<file path="src/rtl/fpd_defs.vh">
// constants for the front panel status display
`ifndef FPD_DEFS_VH
`define FPD_DEFS_VH
`define FPD_PAGE_OPER 5'h01
`define FPD_PAGE_ERR 5'h02
`define FPD_PAGE_IO 5'h04
`define FPD_PAGE_LINK 5'h08
`define FPD_PAGE_LIB 5'h10
`define FPD_HIST_DEPTH 8
`define FPD_CLK_HZ 125000000
`define FPD_ANIM_MS 250
`define FPD_ANIM_CYC ((`FPD_CLK_HZ / 1000) * `FPD_ANIM_MS)
`define FPD_CH_SP 8'h20
`define FPD_CH_W 8'h57
`define FPD_CH_H 8'h48
`define FPD_CH_G 8'h47
`define FPD_CH_1 8'h31
`define FPD_CH_2 8'h32
`define FPD_CH_3 8'h33
`define FPD_CH_M 8'h4D
`define FPD_CH_O 8'h4F
`define FPD_CH_D 8'h44
`define FPD_CH_E 8'h45
`define FPD_CH_R 8'h52
`define FPD_CH_A 8'h41
`define FPD_CH_L 8'h4C
`define FPD_CH_DASH 8'h2D
`define FPD_CH_UND 8'h5F
`define FPD_SL_ERR_RUN 8'h07
`define FPD_SL_ERR_START 8'h08
`define FPD_FB_UNSUP 8'hD2
`define FPD_FB_COLLATE 8'hD6
`define FPD_FB_XFER 8'hD9
`define FPD_FB_PWR 8'hE0
`define FPD_FB_TXTO 8'hE2
`define FPD_FB_DUPADDR 8'hF0
`define FPD_FB_BUSOFF 8'hF1
`define FPD_FB_SWITCH 8'hF3
`define FPD_FB_WDOG 8'hF6
`define FPD_FB_NVMEM 8'hF8
`define FPD_FB_RAM 8'hF9
`define FPD_LIB_CALL_ERR 8'h7C
`define FPD_CAP_32KW 8'h20
`endif

</file>
<file path="src/rtl/fpd_button.v">
// button synchroniser and press edge detector
`timescale 1ns/1ps
module fpd_button (
	input wire clk_i,
	input wire rst_n_i,
	input wire btn_i,
	output wire press_o
);
	reg s1_reg;
	reg s2_reg;
	reg s3_reg;
	// two-stage synchroniser then edge detect on stages two and three
	always @(posedge clk_i or negedge rst_n_i) begin
		if (!rst_n_i) begin
			s1_reg <= 1'b0;
			s2_reg <= 1'b0;
			s3_reg <= 1'b0;
		end else begin
			s1_reg <= btn_i;
			s2_reg <= s1_reg;
			s3_reg <= s2_reg;
		end
	end
	assign press_o = s2_reg & ~s3_reg;
endmodule // fpd_button

</file>
<file path="src/rtl/fpd_display.v">
// front panel status display controller
`timescale 1ns/1ps
`include "fpd_defs.vh"
module fpd_display #(
	parameter ANIM_CYC = `FPD_ANIM_CYC
) (
	input wire clk_i,
	input wire rst_n_i,
	input wire mode_btn_i,
	input wire inc_btn_i,
	input wire legacy_mode_i,
	input wire prog_run_i,
	input wire fault_err_i,
	input wire fault_alarm_i,
	input wire [7:0] fault_code_i,
	input wire flash_busy_i,
	input wire hist_we_i,
	input wire [7:0] hist_code_i,
	input wire [7:0] hist_msg_i,
	input wire [15:0] hist_detail_i,
	input wire [15:0] hist_time_i,
	input wire [63:0] io_bits_i,
	input wire [2:0] serial_active_i,
	input wire serial_run_fault_i,
	input wire serial_start_fault_i,
	input wire fb_active_i,
	input wire [5:0] fb_node_addr_i,
	input wire [10:0] fb_fault_i,
	input wire tool_high_speed_i,
	input wire [2:0] lib_mounted_i,
	input wire [2:0] lib_enabled_i,
	input wire [2:0] lib_called_i,
	input wire [7:0] lib_id_i,
	input wire [15:0] lib_ver_i,
	input wire [7:0] p2_cap_kw_i,
	input wire [7:0] p3_cap_kw_i,
	output reg [4:0] page_o,
	output reg [1:0] sub_view_o,
	output reg [2:0] hist_sel_o,
	output reg [1:0] lib_sel_o,
	output reg [63:0] text_o,
	output reg [63:0] bits_o,
	output reg [7:0] seg8_o,
	output reg [6:0] lib_glyph_o,
	output reg lib_err_o,
	output reg [2:0] lib_disabled_o
);
	localparam AW = 32;
	wire mode_press;
	wire inc_press;
	reg [4:0] page_next;
	reg [AW-1:0] anim_cnt_reg;
	reg anim_tick_reg;
	reg [2:0] anim_ph_reg;
	reg blink_reg;
	reg [7:0] hist_code_mem [0:`FPD_HIST_DEPTH-1];
	reg [7:0] hist_msg_mem [0:`FPD_HIST_DEPTH-1];
	reg [15:0] hist_det_mem [0:`FPD_HIST_DEPTH-1];
	reg [15:0] hist_time_mem [0:`FPD_HIST_DEPTH-1];
	reg [2:0] hist_wp_reg;
	reg [7:0] fb_code;
	reg [7:0] sl_code;
	reg [63:0] text_next;
	reg [63:0] bits_next;
	reg [7:0] seg8_next;
	reg [6:0] glyph_next;
	reg [2:0] hidx;
	reg [2:0] lib_dis;
	reg lib_cap_err;
	reg [15:0] view_word;
	integer i;

	// one hex digit as its display character
	function [7:0] hex_ch;
		input [3:0] n;
		begin
			hex_ch = (n < 4'hA) ? {4'h3, n} : 8'h37 + {4'h0, n};
		end
	endfunction

	// a byte as two display characters, high digit first
	function [15:0] hex_pair;
		input [7:0] v;
		begin
			hex_pair = {hex_ch(v[7:4]), hex_ch(v[3:0])};
		end
	endfunction

	fpd_button u_mode (
		.clk_i(clk_i),
		.rst_n_i(rst_n_i),
		.btn_i(mode_btn_i),
		.press_o(mode_press)
	);
	fpd_button u_inc (
		.clk_i(clk_i),
		.rst_n_i(rst_n_i),
		.btn_i(inc_btn_i),
		.press_o(inc_press)
	);

	// page ring order
	always @* begin
		case (page_o)
			`FPD_PAGE_OPER: page_next = `FPD_PAGE_ERR;
			`FPD_PAGE_ERR: page_next = `FPD_PAGE_IO;
			`FPD_PAGE_IO: page_next = `FPD_PAGE_LINK;
			`FPD_PAGE_LINK: page_next = `FPD_PAGE_LIB;
			default: page_next = `FPD_PAGE_OPER;
		endcase
	end

	// button handling; a press of both at once is the chord on the error page
	always @(posedge clk_i or negedge rst_n_i) begin
		if (!rst_n_i) begin
			page_o <= `FPD_PAGE_OPER;
			sub_view_o <= 2'h0;
			hist_sel_o <= 3'h0;
			lib_sel_o <= 2'h0;
		end else begin
			if (page_o == `FPD_PAGE_ERR && inc_btn_i && mode_press) begin
				sub_view_o <= (sub_view_o == 2'h2) ? 2'h0 : sub_view_o + 2'h1;
			end else if (page_o == `FPD_PAGE_ERR && mode_btn_i && inc_press) begin
				sub_view_o <= (sub_view_o == 2'h2) ? 2'h0 : sub_view_o + 2'h1;
			end else if (mode_press && !inc_btn_i) begin
				page_o <= page_next;
				sub_view_o <= 2'h0;
			end else if (inc_press && !mode_btn_i) begin
				case (page_o)
					`FPD_PAGE_ERR: hist_sel_o <= hist_sel_o + 3'h1;
					`FPD_PAGE_IO: begin
						sub_view_o <= (sub_view_o == 2'h2) ? 2'h0 : sub_view_o + 2'h1;
					end
					`FPD_PAGE_LIB: begin
						lib_sel_o <= (lib_sel_o == 2'h2) ? 2'h0 : lib_sel_o + 2'h1;
					end
					default: lib_sel_o <= lib_sel_o;
				endcase
			end
		end
	end

	// animation and blink rate divider
	always @(posedge clk_i or negedge rst_n_i) begin
		if (!rst_n_i) begin
			anim_cnt_reg <= {AW{1'b0}};
			anim_tick_reg <= 1'b0;
			anim_ph_reg <= 3'h0;
			blink_reg <= 1'b0;
		end else begin
			anim_tick_reg <= 1'b0;
			if (anim_cnt_reg == ANIM_CYC - 1) begin
				anim_cnt_reg <= {AW{1'b0}};
				anim_tick_reg <= 1'b1;
			end else begin
				anim_cnt_reg <= anim_cnt_reg + 1'b1;
			end
			if (anim_tick_reg) begin
				anim_ph_reg <= anim_ph_reg + 3'h1;
				blink_reg <= ~blink_reg;
			end
		end
	end

	// error history ring, newest entry written at the write pointer
	always @(posedge clk_i or negedge rst_n_i) begin
		if (!rst_n_i) begin
			hist_wp_reg <= 3'h0;
			for (i = 0; i < `FPD_HIST_DEPTH; i = i + 1) begin
				hist_code_mem[i] <= 8'h00;
				hist_msg_mem[i] <= 8'h00;
				hist_det_mem[i] <= 16'h0000;
				hist_time_mem[i] <= 16'h0000;
			end
		end else if (hist_we_i) begin
			hist_code_mem[hist_wp_reg] <= hist_code_i;
			hist_msg_mem[hist_wp_reg] <= hist_msg_i;
			hist_det_mem[hist_wp_reg] <= hist_detail_i;
			hist_time_mem[hist_wp_reg] <= hist_time_i;
			hist_wp_reg <= hist_wp_reg + 3'h1;
		end
	end

	// fieldbus and serial error code priority
	always @* begin
		fb_code = 8'h00;
		if (fb_fault_i[0]) fb_code = `FPD_FB_UNSUP;
		else if (fb_fault_i[1]) fb_code = `FPD_FB_COLLATE;
		else if (fb_fault_i[2]) fb_code = `FPD_FB_XFER;
		else if (fb_fault_i[3]) fb_code = `FPD_FB_PWR;
		else if (fb_fault_i[4]) fb_code = `FPD_FB_TXTO;
		else if (fb_fault_i[5]) fb_code = `FPD_FB_DUPADDR;
		else if (fb_fault_i[6]) fb_code = `FPD_FB_BUSOFF;
		else if (fb_fault_i[7]) fb_code = `FPD_FB_SWITCH;
		else if (fb_fault_i[8]) fb_code = `FPD_FB_WDOG;
		else if (fb_fault_i[9]) fb_code = `FPD_FB_NVMEM;
		else if (fb_fault_i[10]) fb_code = `FPD_FB_RAM;
		sl_code = 8'h00;
		if (serial_start_fault_i) sl_code = `FPD_SL_ERR_START;
		else if (serial_run_fault_i) sl_code = `FPD_SL_ERR_RUN;
	end

	// library status
	always @* begin
		lib_dis = lib_called_i & ~lib_enabled_i;
		lib_cap_err = ((p2_cap_kw_i >= `FPD_CAP_32KW) && lib_enabled_i[2]) ||
			((p3_cap_kw_i >= `FPD_CAP_32KW) && lib_enabled_i[1]);
		// one segment per library, one per pair and one for all three keeps all seven distinct
		glyph_next = {lib_mounted_i == 3'h7, lib_mounted_i[2] & lib_mounted_i[1],
			lib_mounted_i[1] & lib_mounted_i[0], lib_mounted_i[2] & lib_mounted_i[0],
			lib_mounted_i};
	end

	// page content composition
	always @* begin
		hidx = hist_sel_o;
		view_word = 16'h0000;
		text_next = {8{`FPD_CH_SP}};
		bits_next = 64'h0;
		seg8_next = 8'h00;
		case (page_o)
			`FPD_PAGE_OPER: begin
				if (legacy_mode_i)
					text_next[63:24] = {`FPD_CH_2, `FPD_CH_SP, `FPD_CH_M, `FPD_CH_O,
						`FPD_CH_D};
				else
					text_next[63:32] = {`FPD_CH_G, `FPD_CH_1, `FPD_CH_2, `FPD_CH_3};
				if (prog_run_i)
					seg8_next = 8'h01 << anim_ph_reg;
				else
					seg8_next = 8'h40;
				// a fault label takes the place of the program string
				if (fault_err_i)
					text_next[63:24] = {`FPD_CH_E, `FPD_CH_R, `FPD_CH_R, `FPD_CH_SP,
						`FPD_CH_SP};
				else if (fault_alarm_i)
					text_next[63:24] = {`FPD_CH_A, `FPD_CH_L, `FPD_CH_M, `FPD_CH_SP,
						`FPD_CH_SP};
				if (fault_err_i || fault_alarm_i)
					text_next[23:8] = hex_pair(fault_code_i);
				if (flash_busy_i && blink_reg)
					text_next[7:0] = `FPD_CH_W;
				if (tool_high_speed_i)
					text_next[31:24] = `FPD_CH_H;
			end
			`FPD_PAGE_ERR: begin
				text_next[63:56] = hex_ch({1'b0, hidx});
				text_next[47:32] = hex_pair(hist_code_mem[hidx]);
				case (sub_view_o)
					2'h1: view_word = hist_det_mem[hidx];
					2'h2: view_word = hist_time_mem[hidx];
					default: view_word = {8'h00, hist_msg_mem[hidx]};
				endcase
				text_next[31:0] = {hex_pair(view_word[15:8]), hex_pair(view_word[7:0])};
			end
			`FPD_PAGE_IO: begin
				case (sub_view_o)
					2'h1: bits_next[31:0] = {io_bits_i[15:0], io_bits_i[31:16]};
					2'h2: bits_next[31:0] = {io_bits_i[47:32], io_bits_i[63:48]};
					default: bits_next = io_bits_i;
				endcase
			end
			`FPD_PAGE_LINK: begin
				// activity glyph toggles with time only, never with link data
				text_next[63:56] = serial_active_i[0] ? (blink_reg ? `FPD_CH_UND :
					`FPD_CH_DASH) : `FPD_CH_SP;
				text_next[55:48] = serial_active_i[1] ? (blink_reg ? `FPD_CH_UND :
					`FPD_CH_DASH) : `FPD_CH_SP;
				text_next[47:40] = serial_active_i[2] ? (blink_reg ? `FPD_CH_UND :
					`FPD_CH_DASH) : `FPD_CH_SP;
				if (sl_code != 8'h00)
					text_next[39:24] = hex_pair(sl_code);
				if (fb_code != 8'h00)
					text_next[23:8] = hex_pair(fb_code);
				else if (fb_active_i)
					text_next[23:8] = hex_pair({2'h0, fb_node_addr_i});
				if (tool_high_speed_i)
					text_next[7:0] = `FPD_CH_H;
			end
			`FPD_PAGE_LIB: begin
				text_next[63:32] = {6'h00, lib_sel_o, lib_id_i, lib_ver_i};
				if (lib_dis != 3'h0) begin
					text_next[31:16] = hex_pair(`FPD_LIB_CALL_ERR);
					text_next[15:8] = hex_ch({1'b0, lib_dis});
				end else if (lib_cap_err) begin
					text_next[31:16] = {`FPD_CH_E, `FPD_CH_L};
				end
			end
			default: text_next = {8{`FPD_CH_SP}};
		endcase
	end

	// registered display outputs
	always @(posedge clk_i or negedge rst_n_i) begin
		if (!rst_n_i) begin
			text_o <= {8{`FPD_CH_SP}};
			bits_o <= 64'h0;
			seg8_o <= 8'h00;
			lib_glyph_o <= 7'h00;
			lib_err_o <= 1'b0;
			lib_disabled_o <= 3'h0;
		end else begin
			text_o <= text_next;
			bits_o <= bits_next;
			seg8_o <= seg8_next;
			lib_glyph_o <= glyph_next;
			lib_err_o <= (lib_dis != 3'h0) | lib_cap_err;
			lib_disabled_o <= lib_dis;
		end
	end
endmodule // fpd_display

</file>
<file path="config.mk">
export PLATFORM = sky130hd
export DESIGN_NAME = fpd_display
export DESIGN_NICKNAME = d
export VERILOG_FILES = /design/src/rtl/fpd_button.v /design/src/rtl/fpd_display.v
export VERILOG_INCLUDE_DIRS = /design/src /design/src/rtl
export SDC_FILE = /design/constraint.sdc
export NUM_CORES = 1
export LEC_CHECK = 0
export BUFFER_PORTS_ARGS = -buffer_cell sky130_fd_sc_hd__buf_2
export CAP_MARGIN = 10
export CORE_ASPECT_RATIO = 0.7
export CORE_UTILIZATION = 50
export CTS_CLUSTER_DIAMETER = 50
export DETAILED_ROUTE_END_ITERATION = 6
export PLACE_DENSITY = 0.74
export SYNTH_ARGS = -nofsm -noshare
export SYNTH_HDL_FRONTEND = slang
export SYNTH_SLANG_ARGS = --single-unit
export TNS_END_PERCENT = 5
</file>
<file path="constraint.sdc">
create_clock -name clk_i -period 7.9 [get_ports clk_i]
set_clock_uncertainty 0.05 [all_clocks]
set_input_delay 0 -clock clk_i [delete_from_list [all_inputs] [get_ports clk_i]]
set_output_delay 0 -clock clk_i [all_outputs]
set_load 0.1 [all_outputs]
</file>
# Yosys cells after proc, flatten, opt, wreduce, memory -nomap -nowiden
# Index checks and enable logic that the tools add are counted.
# Widths: inputs -> output; s select.
# totals
input_bits	203
register_bits	589
wordCells	235
output_inout_bits	159
# classes
n_mux	88
n_reduce_logical	24
bitwise_logic	16
n_addsub	22
n_eq_ne	10
shift	1
n_lt_le_gt_ge	21
# ops
cell	count
$bwmux 128	2
$mux 8	21
$pmux 40 s4	1
$mux 7	22
$bwmux 64	2
$mux 16	7
$bmux 16 s3	2
$add 6x4->7 const A	12
$mux 40	2
$mux 15	5
$mux 32	2
$mux 64	1
$pmux 32 s2	1
$bmux 8 s3	2
$demux 16 s3	1
$lt 4x4->1 const B	12
$pmux 8 s3	2
$add 32x1->32 const B	1
$eq 32x25->1 const B	1
$pmux 16 s2	1
$pmux 8 s4	1
$mux 31	1
$demux 8 s3	1
$pmux 5 s4	1
other kinds (40)	78

# Longest topological paths before layout
# depth
depth_word	15
ltp_mapped	14
depth_no_buf	12

# Hierarchy
# Synthesis repeated with hierarchy kept, for this count alone.
# hier_totals
cells_unflattened	1945
hier_area_um2	26419.1
# modules_own_cells
module	area_per_inst_um2	instances	cells_per_inst	seq_area_each_um2
fpd_display	26241.4	1	1937	14475.1
fpd_button	88.8	2	4	75.1

# Least setup slack after synthesis
# OpenSTA, ideal clock, no wires.
# synth_path
path_kind	flip-flop to flip-flop
from	register hist_sel_o[0]
to	register text_o[18]
path_stages_with_launch	14
arrival_time_ns	3.377
setup_slack_ns	4.409
t_required_ns	7.786
period_less_slack_ns	3.491
path_buffers	4
setup_ns	0.064
path_cell_list	dfrtp_1 buf_6 buf_8 buf_8 buf_4 mux4_2 mux2i_1 o22ai_1 nand2_1 ha_1 nand2_1 or3b_2 a21oi_1 or3_1
# synth_between
elab_chain_len	9
word_cells_on_any_way	13
classes_between	add/sub: 1; order compare: 1; mux: 10; bitwise: 1
# synth_lines
element	line_no	source
start: declaration	fpd_display.v:39	output reg [2:0] hist_sel_o,
start signal: assignment	fpd_display.v:130	`FPD_PAGE_ERR: hist_sel_o <= hist_sel_o + 3'h1;
$not 3->4 (implied by the code) (*)	fpd_display.v:250, fpd_display.v:251	
$bmux 16 s3 (on tied branches)	fpd_display.v:251, fpd_display.v:250	
$mux 16 (on tied branches) (2 in series)	fpd_display.v:251, fpd_display.v:250	
$pmux 16 s2 (*)	fpd_display.v:249	case (sub_view_o)
$mux 16 (*)	fpd_display.v:221	case (page_o)
$add 6x4->7 / $lt 4x4->1 (equally long branches)	fpd_display.v:77	hex_ch = (n < 4'hA) ? {4'h3, n} : 8'h37 + {4'h0, n};
$mux 7 (*)	fpd_display.v:77	
$pmux 40 s4 (*)	fpd_display.v:221	
via text_next[18]	fpd_display.v:63	reg [63:0] text_next;
end signal: assignment	fpd_display.v:296	text_o <= {8{`FPD_CH_SP}};
end signal: assignment	fpd_display.v:303	text_o <= text_next;
end: declaration	fpd_display.v:41	output reg [63:0] text_o,
# The timed path passes the listed nets; every way through them passes the cells marked *. The select of a mux whose other input is x is not followed.
# A chain may end at the register's enable or synchronous reset.

# Worst setup path in the final report
# layout_path
from	register sub_view_o[0]
to	register text_o[18]
# layout_between
elab_chain_len	6
word_cells_on_any_way	8
classes_between	add/sub: 1; order compare: 1; eq/ne: 2; mux: 4
# layout_lines
element	line_no	source
start: declaration	fpd_display.v:38	output reg [1:0] sub_view_o,
start signal: assignment	fpd_display.v:122	sub_view_o <= (sub_view_o == 2'h2) ? 2'h0 : sub_view_o + 2'h1;
start signal: assignment	fpd_display.v:124	sub_view_o <= (sub_view_o == 2'h2) ? 2'h0 : sub_view_o + 2'h1;
start signal: assignment	fpd_display.v:132	sub_view_o <= (sub_view_o == 2'h2) ? 2'h0 : sub_view_o + 2'h1;
$eq 2x2->1 / $eq 2x1->1 (equally long branches)	fpd_display.v:249	
$pmux 16 s2 (*)	fpd_display.v:249	
$mux 16 (*)	fpd_display.v:221	
$add 6x4->7 / $lt 4x4->1 (equally long branches)	fpd_display.v:77	
$mux 7 (*)	fpd_display.v:77	
$pmux 40 s4 (*)	fpd_display.v:221	
via text_next[18]	fpd_display.v:63	
# Marks and branches as above.

==> out/summary.txt <==
========================================================================================
CP max stage delay ........................................................       780 ps
LEAKAGE ...................................................................      15.0 nW
EDFF count, synth .........................................................            0
Cell type of the slowest stage on the worst timing path ................... sky130_fd_sc_hd__buf_4
Htree depth ...............................................................            2
Class of the tightest hold or removal check ............................... input port to flip-flop
Pin count of the biggest net entering global routing ......................          185
Fin nets ..................................................................        2,747
Sum of negative setup slack ...............................................         0 ps
Yosys top cell by area .................................................... sky130_fd_sc_hd__dfrtp_1
Gate count after technology mapping .......................................        1,960
Top-area cell type share of the netlist area ..............................        54.3%
Seq cells post-synth ......................................................          584
Category of cells accounting for the largest share of critical-path delay . buffers and inverters
Fraction of final layout cells sized beyond drive strength 1 ..............        38.1%
Number of antenna violations at the first check in global routing .........            9
Arr. time, crit path ......................................................      4950 ps
Buf/Inv on CP .............................................................            3
Cell occurring most often along the worst timing path ..................... sky130_fd_sc_hd__nand2_1
Via count .................................................................       19,100
Pre-Repair DR Iteration Count .............................................            7
Setup repair after global routing missed its margin .......................        false
Commonest cells post-synth ................................................ sky130_fd_sc_hd__dfrtp_1, sky130_fd_sc_hd__mux2_2, sky130_fd_sc_hd__nor2_1
CTS tree ..................................................................        built
Total placed cells including tap cells ....................................        2,904
Starting density of the core ..............................................        50.7%
Shortest clock period the worst path allows after layout ..................      4450 ps
Peak supply drop ..........................................................       239 uV
Required @ worst endpoint .................................................      8400 ps
Number of placed I/O pins .................................................          362
Headroom to the max-slew limit ............................................        17.7%
Hold Vio Cnt, Final .......................................................            0
Wire length per cell after detailed routing ............................... 22.6 microns
Largest fanout on the critical path .......................................           87
Die height ................................................................  195 microns
Critical Path Source ...................................................... sub_view_o[0]
I/O Buffers ...............................................................          346
Achievable Freq ...........................................................      225 MHz
Final global-route overflow total .........................................            0
CTS Buffer Depth ..........................................................            3
Insertion delay to the later sink of the worst-skew pair ..................       620 ps
TritonCTS Sinks ...........................................................          584
Setup violators final .....................................................            0
Count of yosys warnings during synthesis ..................................            0
Count of cell instances traversed by the critical path ....................           10
Total global-route track usage ............................................        27.5%
Post-detailed-route via-to-cell ratio .....................................         5.87
Area occupied by multi-input gates ........................................ 11,200 sq um
Root Driver ............................................................... sky130_fd_sc_hd__clkbuf_16
Area contributors post-synth .............................................. sky130_fd_sc_hd__dfrtp_1, sky130_fd_sc_hd__mux2_2, sky130_fd_sc_hd__mux4_2, sky130_fd_sc_hd__mux2i_1, sky130_fd_sc_hd__nor2_1
Worst R2R End .............................................................   text_o[18]
Final GP Congestion .......................................................        0.967
Count of placed standard cells in the final layout, fillers left out ......        3,256
Pwr Density ...............................................................  393 nW/um^2
Number of design rule violations left after detail routing ................            0
Final routed wirelength across all metal layers ...........................      73.4 mm
Number of placement rows ..................................................           70
Slew Viols, Final .........................................................            0
Final-layout fill cell count ..............................................        3,769
CP Launch Type ............................................................    flip-flop
Number of buffers created by CTS ..........................................           58
Slew at the pin with the worst max-slew slack .............................      1220 ps
Number of global-route vias before repair .................................       20,100
Area grow syn2layout ......................................................        25.4%
Most frequently used cell type in the post-synthesis netlist .............. sky130_fd_sc_hd__dfrtp_1
Clock Pin Slew Worst Setup and Hold Paths .................................        70 ps
Flop-to-flop setup slack ..................................................      3450 ps
Start-to-end type of the worst setup path ................................. flip-flop to flip-flop
DIE WIDTH .................................................................  277 microns
Max-capacitance violation count ...........................................            0
HPWL after detailed placement .............................................      45.1 mm
First-pass GRT wire length ................................................       115 mm
Die Outline Area .......................................................... 54,000 sq um
Worst-case reg-to-reg path depth ..........................................           10
Core footprint ............................................................ 52,300 sq um
Residual antenna-violating net count after detailed routing ...............            0
Post-synthesis average cell area ..........................................   13.5 sq um
Predominant post-synthesis flop cell ...................................... sky130_fd_sc_hd__dfrtp_1
Final hold slack ..........................................................      29.6 ps
Status ....................................................................    completed
Period utilization ........................................................        56.3%
Reg-to-Reg Start .......................................................... sub_view_o[0]
FF+latch area ............................................................. 14,600 sq um
Area of the mapped netlist ................................................ 26,500 sq um
Number of library cell types mapped by synthesis ..........................           76
Regs by FF count .......................................................... hist_det_mem x128, hist_time_mem x128
Type of element capturing the critical path ...............................    flip-flop
Initial drt markers .......................................................        1,526
Part of the Yosys area used for sequential elements .......................        55.2%
List of cells traversed by the critical path .............................. inv_1 -> ha_2 -> buf_4 -> nand2_1 -> o22ai_1 -> nand2_1 -> or3b_2 -> a21oi_1 -> or3_1 -> dlygate4sd3_1
End of the critical path ..................................................   text_o[18]
Share of flip-flops with an asynchronous set or reset after synthesis .....         100%
========================================================================================
## cell usage in the layout, fill, tap and decap left out, types with 16 or more instances in the layout
| master | netlist | final |
|---|---|---|
| sky130_fd_sc_hd__ha_1 | 24 | 23 |
| sky130_fd_sc_hd__clkbuf_8 | 0 | 17 |
| sky130_fd_sc_hd__mux2_2 | 395 | 395 |
| sky130_fd_sc_hd__clkbuf_16 | 0 | 59 |
| sky130_fd_sc_hd__nor2_1 | 94 | 94 |
| sky130_fd_sc_hd__xnor2_1 | 22 | 22 |
| sky130_fd_sc_hd__dfrtp_1 | 575 | 572 |
| sky130_fd_sc_hd__xor2_1 | 24 | 24 |
| sky130_fd_sc_hd__inv_1 | 27 | 27 |
| sky130_fd_sc_hd__o21ai_0 | 49 | 49 |
| sky130_fd_sc_hd__dlygate4sd3_1 | 0 | 240 |
| sky130_fd_sc_hd__nand3_1 | 45 | 45 |
| sky130_fd_sc_hd__mux2i_1 | 61 | 61 |
| sky130_fd_sc_hd__a21oi_1 | 40 | 40 |
| sky130_fd_sc_hd__buf_2 | 16 | 345 |
| sky130_fd_sc_hd__mux4_2 | 73 | 73 |
| sky130_fd_sc_hd__a211oi_1 | 35 | 35 |
| sky130_fd_sc_hd__buf_4 | 9 | 28 |
| sky130_fd_sc_hd__a22oi_1 | 46 | 46 |
| sky130_fd_sc_hd__nand4_1 | 16 | 16 |
| sky130_fd_sc_hd__and2_1 | 41 | 41 |
| sky130_fd_sc_hd__nand2_1 | 86 | 86 |
| sky130_fd_sc_hd__nor3_1 | 18 | 16 |
## power breakdown
part	internal, mW	total, mW	switching [mW]
Combinational	2.14	5.35	3.21
Sequential	4.18	4.81	0.630
Clock	1.70	2.89	1.19
## logic make-up after synthesis
logic type / Yosys count / synth area share, %
AO/OA/AOI/OAI: 253 / 6.59
XOR/XNOR: 46 / 1.52
adder cells (fa/ha/maj): 24 / 1.13
buffers and inverters: 147 / 2.77
flip-flops: 584 / 55.2
multiplexers: 533 / 25.7
other: 1 / 0.0141
AND/OR/NAND/NOR: 372 / 7.11
## through the flow
step | utilization [%] | instance area [sq um] | total power, mW | worst slack (ps)
floorplan | - | 26500 | 8.71 | 4410
global placement | 55.1 | 28800 | 9.70 | 4070
detailed placement | 55.1 | 28800 | 9.94 | 4010
CTS | 63.5 | 33200 | 13.0 | 3510
global route | 63.5 | 33200 | 13.7 | 3200
finish | 63.6 | 33200 | 13.1 | 3450
## worst reg2reg max path: stages (launching register included)
cell and delay, ps:
sky130_fd_sc_hd__dfrtp_1 400, sky130_fd_sc_hd__inv_1 110, sky130_fd_sc_hd__ha_2 340, sky130_fd_sc_hd__buf_4 780, sky130_fd_sc_hd__nand2_1 540, sky130_fd_sc_hd__o22ai_1 750, sky130_fd_sc_hd__nand2_1 150, sky130_fd_sc_hd__or3b_2 460
sky130_fd_sc_hd__a21oi_1 140, sky130_fd_sc_hd__or3_1 120, sky130_fd_sc_hd__dlygate4sd3_1 550
## metal layers
metal	share of wire (%)	GRT usage [%]
met5	0.13	0
met4	3.4	10.1
met3	6.3	5.30
met2	47	43.6
met1	43	37.8
## how the worst min path moves through the flow
stage / from / to / depth (start not counted)
final: fb_fault_i[1] / text_o[10] / 5
after global routing: mode_btn_i / u_mode.s1_reg / 2
after CTS: mode_btn_i / u_mode.s1_reg / 2
after detailed placement: lib_mounted_i[2] / lib_glyph_o[2] / 1
after global placement: lib_mounted_i[2] / lib_glyph_o[2] / 1
after floorplan: rst_n_i / anim_cnt_reg[0] / 0
## area by class of cell
type                    count  share of cell area (%)
clock inverters            19                   0.746
flip-flops and latches    584                    44.0
multi-input cells        1233                    33.8
repair buffers            616                    13.2
well taps                 684                    2.58
clock buffers              88                    5.28
inverters                  27                   0.305
diodes                      5                  0.0377
## what timing repair did
action | CTS | global route
hold buffers | 240 | 0
hold endpoints to repair | 664 | 0
buffers inserted | 0 | 0
resized for setup | 0 | 0
No activity file was read; power rests on OpenSTA's default activity.
